$ cat config.mk
export PLATFORM = sky130hd
export DESIGN_NAME = ria_sequencer
export DESIGN_NICKNAME = d
export VERILOG_FILES = /design/src/verilog/ria_pkg.sv /design/src/verilog/ria_sequencer.sv
export SDC_FILE = /design/constraint.sdc
export NUM_CORES = 1
export LEC_CHECK = 0
export BUFFER_PORTS_ARGS = -buffer_cell sky130_fd_sc_hd__buf_2
export CORE_UTILIZATION = 25
export CTS_CLUSTER_SIZE = 28
export DETAILED_ROUTE_END_ITERATION = 7
export GPL_TIMING_DRIVEN = 0
export SKIP_CTS_REPAIR_TIMING = 1
export SLEW_MARGIN = 40
export SYNTH_ARGS = -nofsm -noshare
export SYNTH_HDL_FRONTEND = slang
export SYNTH_SLANG_ARGS = --single-unit
$ cat constraint.sdc
create_clock -name CLK_SYS -period 1.73 [get_ports CLK_SYS]
set_clock_uncertainty 0.2 [all_clocks]
set_input_delay 0 -clock CLK_SYS [delete_from_list [all_inputs] [get_ports CLK_SYS]]
set_output_delay 0 -clock CLK_SYS [all_outputs]
set_load 0.05 [all_outputs]
$ cat src/verilog/ria_pkg.sv
// Purpose: shared types and constants for the reset, interrupt and acknowledge sequencer
// Assumes: one system clock at 50 MHz; phase clock one is derived by division
// Notes:   wait-state fields are three bits wide

package ria_pkg;

  localparam int unsigned SYS_PERIOD_NS = 20;
  localparam int unsigned PH1_PERIOD_NS = 40;
  localparam int unsigned PH1_CYCLES    = PH1_PERIOD_NS / SYS_PERIOD_NS;
  localparam int unsigned PH_CNT_W      = 1;
  localparam logic [PH_CNT_W-1:0] PH_LAST = PH_CNT_W'(PH1_CYCLES - 1);
  localparam logic [PH_CNT_W-1:0] PH_RISE = 1'h0;

  localparam int unsigned NUM_IRQ = 4;
  localparam int unsigned WAIT_W  = 3;

  localparam logic [WAIT_W-1:0] WAIT_RESET = 3'h7;
  localparam logic [WAIT_W-1:0] WAIT_MPU   = 3'h7;
  localparam logic [WAIT_W-1:0] WAIT_MCU   = 3'h0;

  localparam logic [NUM_IRQ-1:0] IRQ_IDLE_N = 4'hf;
  localparam logic [1:0]         SYNC_RST   = 2'h0;
  localparam logic [1:0]         SYNC_DONE  = 2'h3;

  // gray coded along hold -> fetch -> fetch -> run
  typedef enum logic [1:0] {
    ST_HOLD   = 2'h0,
    ST_FETCH1 = 2'h1,
    ST_FETCH2 = 2'h3,
    ST_RUN    = 2'h2
  } ria_state_e;

  // one bit per pin that is released during reset
  typedef struct packed {
    logic [1:0] external_flag_pins;
    logic       ser_tx_clock;
    logic       ser_tx_data;
    logic       ser_tx_frame;
    logic       ser_rx_clock;
    logic       ser_rx_data;
    logic       ser_rx_frame;
    logic [1:0] timer_clock_pins;
  } ria_pins_s;

  localparam ria_pins_s PINS_ALL_OFF = 10'h3ff;

endpackage

$ cat src/verilog/ria_sequencer.sv
// Purpose: reset entry sequence, external interrupt detection, acknowledge strobe
// Assumes: all inputs synchronous to CLK_SYS except NRST and EXT_IRQ_LINES_N
// Notes:   phase clock one is an enable pair, rise and fall, from a divider
//
// Overview of operation
// - reset floats flags, serial and timer pins
// - asynchronous reset; one extra cycle allowed
// - processor mode: two vector fetches, seven waits
// - computer mode: two vector fetches, zero waits
// - read/write direction outputs float during reset
// - interrupt lines are level sensitive, asynchronous
// - sample lines at phase one falling edge
// - interrupts consumed only at fetch boundaries
// - same line accepted every two phase cycles
// - late setup may detect one cycle later
// - strobe low at decode stage phase rise
// - strobe high at read stage phase rise
// - strobe low exactly one phase cycle (two clocks), always
// - reset loads bus controls with seven waits

`timescale 1ns/1ps
`default_nettype none

module ria_sequencer (
  input  wire logic                            CLK_SYS,
  input  wire logic                            NRST,
  input  wire logic                            MCU_MODE,
  input  wire logic [ria_pkg::NUM_IRQ-1:0]     EXT_IRQ_LINES_N,
  input  wire logic                            FETCH_BOUNDARY,
  input  wire logic [ria_pkg::NUM_IRQ-1:0]     IRQ_TAKE,
  input  wire logic                            FETCH_DONE,
  input  wire logic                            ACK_DECODE,
  input  wire ria_pkg::ria_pins_s              PIN_DRIVE_REQ,
  output logic [ria_pkg::NUM_IRQ-1:0]          IRQ_PENDING,
  output logic [ria_pkg::NUM_IRQ-1:0]          IRQ_DETECT,
  output logic                                 VEC_FETCH,
  output logic [ria_pkg::WAIT_W-1:0]           VEC_WAIT,
  output logic [ria_pkg::WAIT_W-1:0]           PRI_BUS_WAIT,
  output logic [ria_pkg::WAIT_W-1:0]           EXP_BUS_WAIT,
  output logic                                 CORE_RUN,
  output logic                                 IRQ_ACK_STROBE_N,
  output logic                                 RW_OE_N,
  output ria_pkg::ria_pins_s                   PIN_OE_N
);

  function automatic logic is_fetch(input ria_pkg::ria_state_e s);
    is_fetch = (s == ria_pkg::ST_FETCH1) || (s == ria_pkg::ST_FETCH2);
  endfunction

  // reset release path; assertion stays asynchronous
  logic [1:0] rst_sync_q;
  logic       rst_n;

  always_ff @(posedge CLK_SYS or negedge NRST) begin
    if (!NRST) begin
      rst_sync_q <= ria_pkg::SYNC_RST;
    end else begin
      rst_sync_q <= {rst_sync_q[0], 1'b1};
    end
  end

  assign rst_n = rst_sync_q[1];

  // phase clock one divider
  logic [ria_pkg::PH_CNT_W-1:0] ph_q;
  logic [ria_pkg::PH_CNT_W-1:0] ph_d;
  logic                         ph1_rise;
  logic                         ph1_fall;

  always_comb begin
    ph_d = (ph_q == ria_pkg::PH_LAST) ? '0 : ph_q + 1'b1;
  end

  always_ff @(posedge CLK_SYS or negedge rst_n) begin
    if (!rst_n) begin
      ph_q <= '0;
    end else begin
      ph_q <= ph_d;
    end
  end

  assign ph1_rise = (ph_q == ria_pkg::PH_RISE);
  assign ph1_fall = (ph_q == ria_pkg::PH_LAST);

  // interrupt detection
  logic [ria_pkg::NUM_IRQ-1:0] sync1_q, sync2_q;
  logic [ria_pkg::NUM_IRQ-1:0] lock_q, lock_d;
  logic [ria_pkg::NUM_IRQ-1:0] pend_q, pend_d;
  logic [ria_pkg::NUM_IRQ-1:0] det_q, det_d;
  logic [ria_pkg::NUM_IRQ-1:0] take;

  always_comb begin
    // level seen at the falling edge, not a transition
    det_d  = ph1_fall ? (~sync2_q & ~lock_q) : '0;
    // the line blocked for one phase cycle so a two-edge pulse counts once
    lock_d = ph1_fall ? det_d : lock_q;
    take   = FETCH_BOUNDARY ? IRQ_TAKE : '0;
    // a new detection wins over a consume in the same cycle
    pend_d = (pend_q & ~take) | det_d;
  end

  always_ff @(posedge CLK_SYS or negedge rst_n) begin
    if (!rst_n) begin
      sync1_q <= ria_pkg::IRQ_IDLE_N;
      sync2_q <= ria_pkg::IRQ_IDLE_N;
      lock_q  <= '0;
      pend_q  <= '0;
      det_q   <= '0;
    end else begin
      // two stage synchroniser; a missed setup costs one cycle
      sync1_q <= EXT_IRQ_LINES_N;
      sync2_q <= sync1_q;
      lock_q  <= lock_d;
      pend_q  <= pend_d;
      det_q   <= det_d;
    end
  end

  assign IRQ_PENDING = pend_q;
  assign IRQ_DETECT  = det_q;

  // reset vector fetch sequencer
  ria_pkg::ria_state_e st_q, st_d;
  logic                      mode_q, mode_d;
  logic [ria_pkg::WAIT_W-1:0] vwait_q, vwait_d;
  logic                      fetch_q;
  logic                      run_q;
  logic [ria_pkg::WAIT_W-1:0] pri_wait_q, pri_wait_d;
  logic [ria_pkg::WAIT_W-1:0] exp_wait_q, exp_wait_d;

  always_comb begin
    st_d   = st_q;
    mode_d = mode_q;
    case (st_q)
      ria_pkg::ST_HOLD: begin
        // strap caught by the clock while leaving reset
        mode_d = MCU_MODE;
        // start aligned to phase one; may add a cycle
        if (ph1_fall) begin
          st_d = ria_pkg::ST_FETCH1;
        end
      end
      ria_pkg::ST_FETCH1: begin
        if (FETCH_DONE) begin
          st_d = ria_pkg::ST_FETCH2;
        end
      end
      ria_pkg::ST_FETCH2: begin
        if (FETCH_DONE) begin
          st_d = ria_pkg::ST_RUN;
        end
      end
      ria_pkg::ST_RUN: begin
        st_d = ria_pkg::ST_RUN;
      end
      default: begin
        st_d = ria_pkg::ST_HOLD;
      end
    endcase
    vwait_d = mode_d ? ria_pkg::WAIT_MCU : ria_pkg::WAIT_MPU;
    // held at the slow reset value; no software path reaches them in this block
    pri_wait_d = pri_wait_q;
    exp_wait_d = exp_wait_q;
  end

  always_ff @(posedge CLK_SYS or negedge rst_n) begin
    if (!rst_n) begin
      st_q    <= ria_pkg::ST_HOLD;
      mode_q  <= 1'b0;
      vwait_q <= ria_pkg::WAIT_MPU;
      fetch_q <= 1'b0;
      run_q   <= 1'b0;
      pri_wait_q <= ria_pkg::WAIT_RESET;
      exp_wait_q <= ria_pkg::WAIT_RESET;
    end else begin
      st_q    <= st_d;
      mode_q  <= mode_d;
      vwait_q <= vwait_d;
      fetch_q <= is_fetch(st_d);
      run_q   <= (st_d == ria_pkg::ST_RUN);
      pri_wait_q <= pri_wait_d;
      exp_wait_q <= exp_wait_d;
    end
  end

  assign VEC_FETCH = fetch_q;
  assign VEC_WAIT  = vwait_q;
  assign CORE_RUN  = run_q;
  // bus controls start slow; software reprograms them elsewhere
  assign PRI_BUS_WAIT = pri_wait_q;
  assign EXP_BUS_WAIT = exp_wait_q;

  // acknowledge strobe and pin release
  logic               ack_n_q, ack_n_d;
  logic               busy_q, busy_d;
  logic               start;
  logic               rw_oe_n_q, rw_oe_n_d;
  ria_pkg::ria_pins_s oe_n_q, oe_n_d;

  always_comb begin
    // a strobe still low is released first; no new one starts in that cycle
    start   = ph1_rise && ACK_DECODE && !busy_q && run_q && ack_n_q;
    ack_n_d = ack_n_q;
    if (!ack_n_q && ph1_rise) begin
      // release at the next rise even if decode is stretched
      ack_n_d = 1'b1;
    end else if (start) begin
      ack_n_d = 1'b0;
    end
    // busy blocks a second strobe for the same decode stage
    busy_d    = ACK_DECODE && (busy_q || start);
    rw_oe_n_d = (st_d == ria_pkg::ST_HOLD);
    oe_n_d    = (st_d == ria_pkg::ST_HOLD) ? ria_pkg::PINS_ALL_OFF : ~PIN_DRIVE_REQ;
  end

  always_ff @(posedge CLK_SYS or negedge rst_n) begin
    if (!rst_n) begin
      ack_n_q   <= 1'b1;
      busy_q    <= 1'b0;
      rw_oe_n_q <= 1'b1;
      oe_n_q    <= ria_pkg::PINS_ALL_OFF;
    end else begin
      ack_n_q   <= ack_n_d;
      busy_q    <= busy_d;
      rw_oe_n_q <= rw_oe_n_d;
      oe_n_q    <= oe_n_d;
    end
  end

  assign IRQ_ACK_STROBE_N = ack_n_q;
  assign RW_OE_N          = rw_oe_n_q;
  assign PIN_OE_N         = oe_n_q;
endmodule

`default_nettype wire

==> results.sh, run 1 <==
export IMPL_power_density_nw_per_um2=982
export IMPL_drt_met1_wl_mm=1.09
export IMPL_numPortBuffers=48
export IMPL_hold_viol_final=0
export IMPL_cp_required_ns=1.72
export IMPL_start_util_pct=26.1
export IMPL_finalCriticalPeriod_ns=1.44
export IMPL_worstRegToRegCells=3
export IMPL_path_clk_slew_ns=0.08
export IMPL_final_util_pct=39.5
export IMPL_top_layer="met4"
export IMPL_ios=55
export IMPL_fmax_ghz=0.695
export IMPL_area_delta_synth_final_pct=51.3
export IMPL_final_common_cell="buf_2"
export IMPL_yosysWarnings=0
export IMPL_rrSetupSlack_ns=0.39
export IMPL_syn_area_um2=1440
export IMPL_drt_wl_total_mm=2.62
export IMPL_finalCritPeriodShare_pct=83.1
export IMPL_syn_inst=96
export IMPL_synth_edf_count=0
export IMPL_post_route_drc_count=0
export IMPL_fin_ws_ns=0.292
export IMPL_synth_adder_area_share_pct=0
export IMPL_worst_endpoint_arrival_ns=1.42
export IMPL_cts_max_level=2
export IMPL_place_ws_ns=0.403
export IMPL_routabilityCongestion=0.633
export IMPL_synth_compound_area_share_pct=7.06
export IMPL_seq_area_frac_synth_pct=75.0
export IMPL_fin_setup_tns_ns=0
export IMPL_drt_iter0_drc=32
export IMPL_rr_startpoint="ph1_fall$_DFF_PN0_"
export IMPL_worstSetupPathType="in2reg"
export IMPL_synth_top_flop_cell="dfstp_2"
export IMPL_grt_setup_unrepaired="no"
export IMPL_power_total_w=0.00213
export IMPL_routed_via_density=3.87
export IMPL_ir_drop_v=0.000464
export IMPL_core_um2=5510
export IMPL_hpwl_mm=1.63
export IMPL_cts_root_buf="clkbuf_8"
export IMPL_cap_violations=0
export IMPL_hold_class="reg2async"
export IMPL_finalSetupViolations=0
export IMPL_synth_xor_area_share_pct=0
export IMPL_cts_sink_count=42
export IMPL_vias=995
export IMPL_wl_per_cell_um=10.2
export IMPL_die_w_um=77.8
export IMPL_clock_path_buffers=2
export IMPL_wl_met3_um=174
export IMPL_slew_viol_final=0
export IMPL_startpoint="IRQ_TAKE[3]"
export IMPL_clk_latency_ns=0.29
export IMPL_grt_pass1_vias=880
export IMPL_ys_ff_latch=42
export IMPL_end_kind="register"
export IMPL_synth_top_family_by_area="simple AND/OR/NAND/NOR gates"
export IMPL_p_leak_nw=1.07
export IMPL_drtAntennaViolNets=0
export IMPL_wl_met2_mm=1.31
export IMPL_cp_max_fo=1
export IMPL_cp_start_kind="input pin"
export IMPL_dieArea_um2=6050
export IMPL_grt_max_degree=41
export IMPL_antenna_found_initial=0
export IMPL_ys_async_sr_fraction_pct=100
export IMPL_grt_first_pass_wirelength_mm=3.80
export IMPL_cts_tree="done"
export IMPL_layout_common_cells="buf_2 (48), dlygate4sd3_1 (27), dfstp_2 (21)"
export IMPL_drt_pass1_iter_count=3
export IMPL_numCtsBuffers=5
export IMPL_drive_above_1_share_pct=50.8
export IMPL_overflow=0
export IMPL_whs_ns=0.109
export IMPL_num_antenna_cells=0
export IMPL_syn_area_per_cell_um2=15.0
export IMPL_die_h_um=77.8
export IMPL_yosysUniqueCellTypes=19
export IMPL_final_nets=208
export IMPL_synth_simple_area_share_pct=10.2
export IMPL_timing_rr_end="PIN_OE_N[2]$_DFF_PN1_"
export IMPL_status="complete, no violations"
export IMPL_endpoint="IRQ_PENDING[3]$_DFF_PN0_"
export IMPL_fp_row_count=27
export IMPL_muxShareOfSynthArea_pct=1.48
export IMPL_grt_total_usage_pct=8.32
==> cells in the mapped netlist (all sizes together) (2+ instances only) <==
cell type,number,share of area (%)
nor3b,4,3.5
inv,4,1.0
dfrtp,21,37
nand2,17,4.4
dfstp,21,38
buf,9,5.0
a21o,8,4.2
a22o,2,1.4
==> worst min path at each step <==
stage	from	to	slack (ns)	cells past startpoint
2_1_floorplan	NRST	rst_sync_q[0]$_DFF_PN0_	-0.50	0
3_3_place_gp	NRST	rst_sync_q[0]$_DFF_PN0_	-0.41	1
3_5_place_dp	NRST	rst_sync_q[0]$_DFF_PN0_	-0.41	1
4_1_cts	NRST	rst_sync_q[1]$_DFF_PN0_	-0.73	1
5_1_grt	EXT_IRQ_LINES_N[3]	sync1_q[3]$_DFF_PN1_	0.15	2
6_report	rst_sync_q[1]$_DFF_PN0_	lock_q[3]$_DFFE_PN0P_	0.11	0
==> kinds of logic after synthesis <==
logic type,count (synthesis)
buf+inv,13
simple gates,25
compound gates,13
other cells,1
flops,42
mux,2
==> flip-flops by register name, summed over array words and instances, names as in the netlist <==
register          cells
VEC_FETCH             1
rst_sync_q            2
st_q                  2
VEC_WAIT              1
ph1_fall              1
IRQ_DETECT            4
RW_OE_N               1
lock_q                4
PIN_OE_N             10
IRQ_ACK_STROBE_N      1
CORE_RUN              1
mode_q                1
busy_q                1
sync2_q               4
sync1_q               4
IRQ_PENDING           4
==> layout make-up <==
type | count | area (um2)
Buffer | 9 | 71.3
Multi-Input combinational cell | 47 | 295
Fill cell | 541 | 3330
Clock inverter | 2 | 37.5
Tap cell | 72 | 90.1
Inverter | 4 | 15.0
Sequential cell | 42 | 1080
Clock buffer | 6 | 72.6
Timing Repair Buffer | 75 | 510
==> worst max-delay path, stage by stage <==
cell           delay [ns]
dlygate4sd3_1        0.54
buf_2                0.11
nand2_1              0.04
dlygate4sd3_1        0.55
a21o_1               0.18
==> stage by stage <==
step	cells	instance area, um2
2_1_floorplan	102	1460
3_3_place_gp	222	1790
3_5_place_dp	222	1790
4_1_cts	230	1900
5_1_grt	257	2170
6_report	257	2170
==> power breakdown <==
group / total [W] / leakage, nW / internal, W / switching [W]
Clock: 0.000755 / 0.0514 / 0.000430 / 0.000325
Combinational: 0.000292 / 0.543 / 0.000107 / 0.000185
Sequential: 0.00109 / 0.476 / 0.00105 / 0.0000359
==> routing by layer <==
layer,vias to the layer above,GRT usage (%)
met1,482,9.51
met3,7,4.24
met4,0,3.96
li1,472,-
met5,-,0
met2,34,12.8
Note: power is estimated with default switching activity, not from simulation.
==> inputs of run 2 (changes only) <==
--- a/config.mk
+++ b/config.mk
@@ -5,6 +5,7 @@
 export SDC_FILE = /design/constraint.sdc
 export NUM_CORES = 1
 export LEC_CHECK = 0
+export ABC_AREA = 1
 export BUFFER_PORTS_ARGS = -buffer_cell sky130_fd_sc_hd__buf_2
 export CORE_UTILIZATION = 25
 export CTS_CLUSTER_SIZE = 28
==> constraint.sdc (replaced) <==
create_clock -name CLK_SYS -period 1.4 [get_ports CLK_SYS]
set_clock_uncertainty 0.2 [all_clocks]
set_input_delay 0 -clock CLK_SYS [delete_from_list [all_inputs] [get_ports CLK_SYS]]
set_output_delay 0 -clock CLK_SYS [all_outputs]
set_load 0.05 [all_outputs]
==> results.sh, run 2 <==
export IMPL_final_instance_count_excl_fill=274
export IMPL_numPortBuffers=48
export IMPL_cap_violations=0
export IMPL_path_common_cell="nand2_1"
export IMPL_rr_startpoint="st_q[0]$_DFF_PN0_"
export IMPL_core_um2=5540
export IMPL_cts_sink_count=42
export IMPL_syn_area_um2=1440
export IMPL_worstRegToRegCells=3
export IMPL_worst_pin_slew_ns=0.508
export IMPL_numCtsBuffers=5
export IMPL_ys_ff_latch=42
export IMPL_rrSetupSlack_ns=0.21
export IMPL_drt_met1_wl_mm=1.07
export IMPL_yosysTopAreaCell="dfstp_2"
export IMPL_seq_area_frac_synth_pct=74.9
export IMPL_fp_row_count=27
export IMPL_cp_max_fo=1
export IMPL_layout_common_cells="buf_2 (46), nand2_1 (33), dlygate4sd3_1 (27)"
export IMPL_grt_setup_unrepaired="no"
export IMPL_cts_tree="done"
export IMPL_ir_drop_v=0.000499
export IMPL_end_kind="register"
export IMPL_drtAntennaViolNets=0
export IMPL_fin_setup_tns_ns=0
export IMPL_status="complete, no violations"
export IMPL_relSlewSlack_pct=66.1
export IMPL_ys_async_sr_fraction_pct=100
export IMPL_finalCritPeriodShare_pct=98.1
export IMPL_power_density_nw_per_um2=1210
export IMPL_post_place_cells=239
export IMPL_p_sw_w=0.000690
export IMPL_top_layer="met4"
export IMPL_largest_reg_flops=10
export IMPL_yosysWarnings=0
export IMPL_grt_total_usage_pct=8.73
export IMPL_final_common_cell="buf_2"
export IMPL_cp_required_ns=1.39
export IMPL_area_delta_synth_final_pct=51.5
export IMPL_synth_common_cells="nand2_1 (33), dfrtp_1 (21), dfstp_2 (21)"
export IMPL_finalCriticalPeriod_ns=1.37
export IMPL_start_util_pct=26.0
export IMPL_clock_path_buffers=2
export IMPL_wl_met3_um=169
export IMPL_yosysUniqueCellTypes=14
export IMPL_synth_edf_count=0
export IMPL_die_h_um=77.9
export IMPL_worstSetupPathType="in2reg"
export IMPL_vias=1018
export IMPL_cts_max_level=2
export IMPL_wl_met2_mm=1.34
export IMPL_share_comb_of_total_power_pct=13.8
export IMPL_seqPwrFrac_pct=51.0
export IMPL_netlist_area_leader_share_pct=38.3
export IMPL_overflow=0
export IMPL_wl_per_cell_um=9.61
export IMPL_routabilityCongestion=0.640
export IMPL_critPathTopFamily="buffers and inverters"
export IMPL_dieArea_um2=6060
export IMPL_routed_via_density=3.72
export IMPL_grt_pass1_vias=869
export IMPL_grt_max_degree=41
export IMPL_synth_top_flop_cell="dfstp_2"
export IMPL_p_leak_nw=1.09
export IMPL_syn_area_per_cell_um2=12.7
export IMPL_drt_pass1_iter_count=4
export IMPL_num_antenna_cells=0
export IMPL_drive_above_1_share_pct=47.5
export IMPL_cp_start_kind="input pin"
export IMPL_power_share_clock_pct=35.2
export IMPL_finalSetupViolations=0
export IMPL_grt_first_pass_wirelength_mm=3.93
export IMPL_fmax_ghz=0.728
export IMPL_timing_rr_end="PIN_OE_N[2]$_DFF_PN1_"
export IMPL_drt_wl_total_mm=2.63
export IMPL_ios=55
export IMPL_clk_latency_ns=0.29
export IMPL_antenna_found_initial=0
export IMPL_slowest_stage="dlygate4sd3_1"
export IMPL_die_w_um=77.9
export IMPL_worstPathCellList="dlygate4sd3_1, buf_2, nand2_1, dlygate4sd3_1, nand2_1, nand2_1"
export IMPL_p_int_w=0.00195
export IMPL_slew_viol_final=0
export IMPL_hold_viol_final=0
export IMPL_hold_class="reg2async"
export IMPL_switching_share_pct=26.1
export IMPL_hpwl_mm=1.66
export IMPL_post_route_drc_count=0
export IMPL_synthTopCellsByArea="dfstp_2 (38%), dfrtp_1 (37%), nand2_1 (8.6%)"
export IMPL_yosysMostFrequentCell="nand2_1"
export IMPL_cts_root_buf="clkbuf_8"
export IMPL_path_clk_slew_ns=0.08
export IMPL_drt_iter0_drc=39
export IMPL_worst_endpoint_arrival_ns=1.36
export IMPL_worst_path_buf_inv=3
export IMPL_final_util_pct=39.3
export IMPL_slowest_delay_ns=0.55
export IMPL_final_nets=225
export IMPL_syn_inst=113
run 2: area by class of cell:
type | instances | area, um2
sequential | 42 | 1080
buffer | 9 | 71.3
multi-input combinational | 56 | 268
fill | 564 | 3360
tap | 72 | 90.1
clock inverter | 3 | 40.0
inverter | 12 | 45.0
clock buffer | 5 | 68.8
timing repair buffer | 75 | 515
run 2: per-layer routing:
layer / global-route usage [%] / vias up
li1: - / 501
met1: 9.17 / 472
met2: 14.2 / 37
met3: 4.47 / 8
met4: 4.53 / 0
met5: 0 / -
run 2: logic make-up after synthesis:
family | synth area share (%)
other cells | 0.261
simple gates | 15.4
flops | 74.9
compound gates | 1.39
buf+inv | 8.09
run 2: power groups by stage:
| stage | logic (W) | clock network, W | registers (W) |
|---|---|---|---|
| after floorplan | 0.0000828 | 0 | 0.00151 |
| after CTS | 0.000308 | 0.000968 | 0.00135 |
| after global routing | 0.000386 | 0.00102 | 0.00136 |
| after global placement | 0.000305 | 0 | 0.00137 |
| final | 0.000365 | 0.000929 | 0.00135 |
| after detailed placement | 0.000308 | 0 | 0.00137 |
run 2: worst max path at each step:
stage                            startpoint                       end  slack [ns]  depth (start not counted)
3_3_place_gp        rst_sync_q[1]$_DFF_PN0_   IRQ_DETECT[2]$_DFF_PN0_        0.21                          0
5_1_grt               VEC_WAIT[1]$_DFF_PN1_               VEC_WAIT[1]        0.02                          2
6_report                        IRQ_TAKE[2]  IRQ_PENDING[2]$_DFF_PN0_        0.03                          6
3_5_place_dp              st_q[0]$_DFF_PN0_     PIN_OE_N[0]$_DFF_PN1_        0.17                          3
2_1_floorplan  IRQ_ACK_STROBE_N$_DFFE_PN1P_          busy_q$_DFF_PN0_        0.20                          2
4_1_cts               VEC_WAIT[1]$_DFF_PN1_               VEC_WAIT[1]        0.02                          2
run 2: through the flow:
stage / hold slack (ns) / worst slack, ns / total power, W / instance area, um2
after floorplan: -0.496 / 0.201 / 0.00159 / 1460
after global routing: 0.147 / 0.0245 / 0.00277 / 2180
final: 0.101 / 0.0273 / 0.00264 / 2180
after CTS: -0.731 / 0.0167 / 0.00263 / 1900
after detailed placement: -0.412 / 0.174 / 0.00168 / 1800
after global placement: -0.414 / 0.207 / 0.00167 / 1790
==> inputs of run 3 (changes only) <==
--- a/config.mk
+++ b/config.mk
@@ -7,10 +7,11 @@
 export LEC_CHECK = 0
 export ABC_AREA = 1
 export BUFFER_PORTS_ARGS = -buffer_cell sky130_fd_sc_hd__buf_2
-export CORE_UTILIZATION = 25
+export CORE_UTILIZATION = 40
 export CTS_CLUSTER_SIZE = 28
 export DETAILED_ROUTE_END_ITERATION = 7
 export GPL_TIMING_DRIVEN = 0
+export PLACE_DENSITY = 0.67
 export SKIP_CTS_REPAIR_TIMING = 1
 export SLEW_MARGIN = 40
 export SYNTH_ARGS = -nofsm -noshare
==> results.sh, run 3 (synthesis gave the netlist of run 2 again) <==
export IMPL_end_kind="output pin"
export IMPL_post_route_drc_count=0
export IMPL_final_util_pct=62.5
export IMPL_drt_iter0_drc=15
export IMPL_largest_reg_flops=10
export IMPL_grt_total_usage_pct=13.8
export IMPL_status="complete, no violations"
export IMPL_worstRegToRegCells=3
export IMPL_drt_pass1_iter_count=4
export IMPL_grt_pass1_vias=856
export IMPL_core_um2=3390
export IMPL_routed_via_density=4.14
export IMPL_area_delta_synth_final_pct=47.2
export IMPL_fillCellCount=278
export IMPL_clock_path_buffers=2
export IMPL_routabilityCongestion=0.670
export IMPL_place_ws_ns=0.223
export IMPL_rrSetupSlack_ns=0.21
export IMPL_grt_first_pass_wirelength_mm=3.57
export IMPL_start_util_pct=42.5
export IMPL_drtAntennaViolNets=0
export IMPL_finalCritPeriodShare_pct=97.2
export IMPL_layout_common_cells="buf_2 (44), nand2_1 (33), dlygate4sd3_1 (27)"
export IMPL_num_antenna_cells=0
export IMPL_power_density_nw_per_um2=1090
export IMPL_wl_per_cell_um=10.9
export IMPL_die_w_um=62.0
export IMPL_dieArea_um2=3840
export IMPL_cp_max_fo=3
export IMPL_grt_setup_unrepaired="yes"
export IMPL_drive_above_1_share_pct=47.0
export IMPL_clk_latency_ns=0.34
export IMPL_p_leak_nw=1.07
export IMPL_fmax_ghz=0.735
export IMPL_worstSetupPathType="reg2out"
export IMPL_hold_class="in2reg"
export IMPL_cts_sink_count=42
export IMPL_slew_viol_final=0
export IMPL_finalSetupViolations=0
export IMPL_rr_startpoint="st_q[0]$_DFF_PN0_"
export IMPL_hpwl_mm=1.60
export IMPL_worst_endpoint_arrival_ns=1.16
export IMPL_die_h_um=62.0
export IMPL_hold_viol_final=0
export IMPL_cp_start_kind="register"
export IMPL_finalCriticalPeriod_ns=1.36
export IMPL_grt_max_degree=41
export IMPL_timing_rr_end="PIN_OE_N[8]$_DFF_PN1_"
export IMPL_ir_drop_v=0.000660
export IMPL_overflow=0
export IMPL_drt_wl_total_mm=2.69
export IMPL_fp_row_count=21
export IMPL_antenna_found_initial=0
export IMPL_fin_ws_ns=0.0394
export IMPL_final_nets=225
export IMPL_cp_required_ns=1.20
export IMPL_cap_violations=0
export IMPL_final_common_cell="buf_2"
export IMPL_vias=1027
export IMPL_ios=55
export IMPL_numCtsBuffers=5
export IMPL_startpoint="VEC_WAIT[1]$_DFF_PN1_"
export IMPL_numPortBuffers=48
export IMPL_path_clk_slew_ns=0.11
export IMPL_endpoint="VEC_WAIT[1]"
export IMPL_cts_max_level=2
export IMPL_cts_tree="done"
export IMPL_cts_root_buf="clkbuf_4"
==> run 3: cell count changes in the layout (fill, tap and decap cells not counted), sizes merged <==
| cell | change |
|---|---|
| clkbuf | +2 |
| bufinv | -1 |
| clkinv | -1 |
==> run 3: report_power, final <==
| group | switching (W) | total [W] | internal, W |
|---|---|---|---|
| sequential | 0.0000491 | 0.00135 | 0.00130 |
| combinational | 0.000240 | 0.000369 | 0.000129 |
| clock | 0.000357 | 0.000601 | 0.000244 |
==> run 3: layer usage <==
metal  up-vias  wire (um)  GRT usage [%]
met1       484        983           14.2
met4         0         46           6.67
li1        499          -              -
met3         6        184           8.49
met2        38       1480           22.2
met5         -          0              0
==> run 3: final cells by class <==
cell class,instances,area [um2],share of cell area (%)
Clock buffer,7,55.1,2.60
Inverter,12,45.0,2.13
Sequential cell,42,1080,51.0
Buffer,9,71.3,3.37
Tap cell,46,57.6,2.72
Multi-Input combinational cell,56,268,12.6
Clock inverter,1,5.00,0.236
Timing Repair Buffer,75,536,25.3
==> run 3: worst min path at each step <==
stage	depth (start not counted)	from	endpoint	slack (ns)
2_1_floorplan	0	NRST	rst_sync_q[0]$_DFF_PN0_	-0.50
3_3_place_gp	1	NRST	rst_sync_q[0]$_DFF_PN0_	-0.42
3_5_place_dp	1	NRST	rst_sync_q[0]$_DFF_PN0_	-0.41
4_1_cts	1	NRST	rst_sync_q[0]$_DFF_PN0_	-0.79
5_1_grt	2	EXT_IRQ_LINES_N[1]	sync1_q[1]$_DFF_PN1_	0.08
6_report	2	EXT_IRQ_LINES_N[1]	sync1_q[1]$_DFF_PN1_	0.09
==> run 3: per-stage QoR <==
step	hold WS [ns]	setup TNS, ns	instance area [um2]	power [W]	instances
6_report	0.0912	0	2120	0.00232	248
3_5_place_dp	-0.406	0	1760	0.00168	213
3_3_place_gp	-0.415	0	1760	0.00167	213
5_1_grt	0.0756	-0.0230	2120	0.00245	248
4_1_cts	-0.793	-0.116	1820	0.00229	221
2_1_floorplan	-0.496	0	1460	0.00159	119
==> run 3: critical path, stage by stage, from the launching register on <==
cell	delay, ns
dfstp_2	0.57
buf_4	0.12
buf_8	0.13
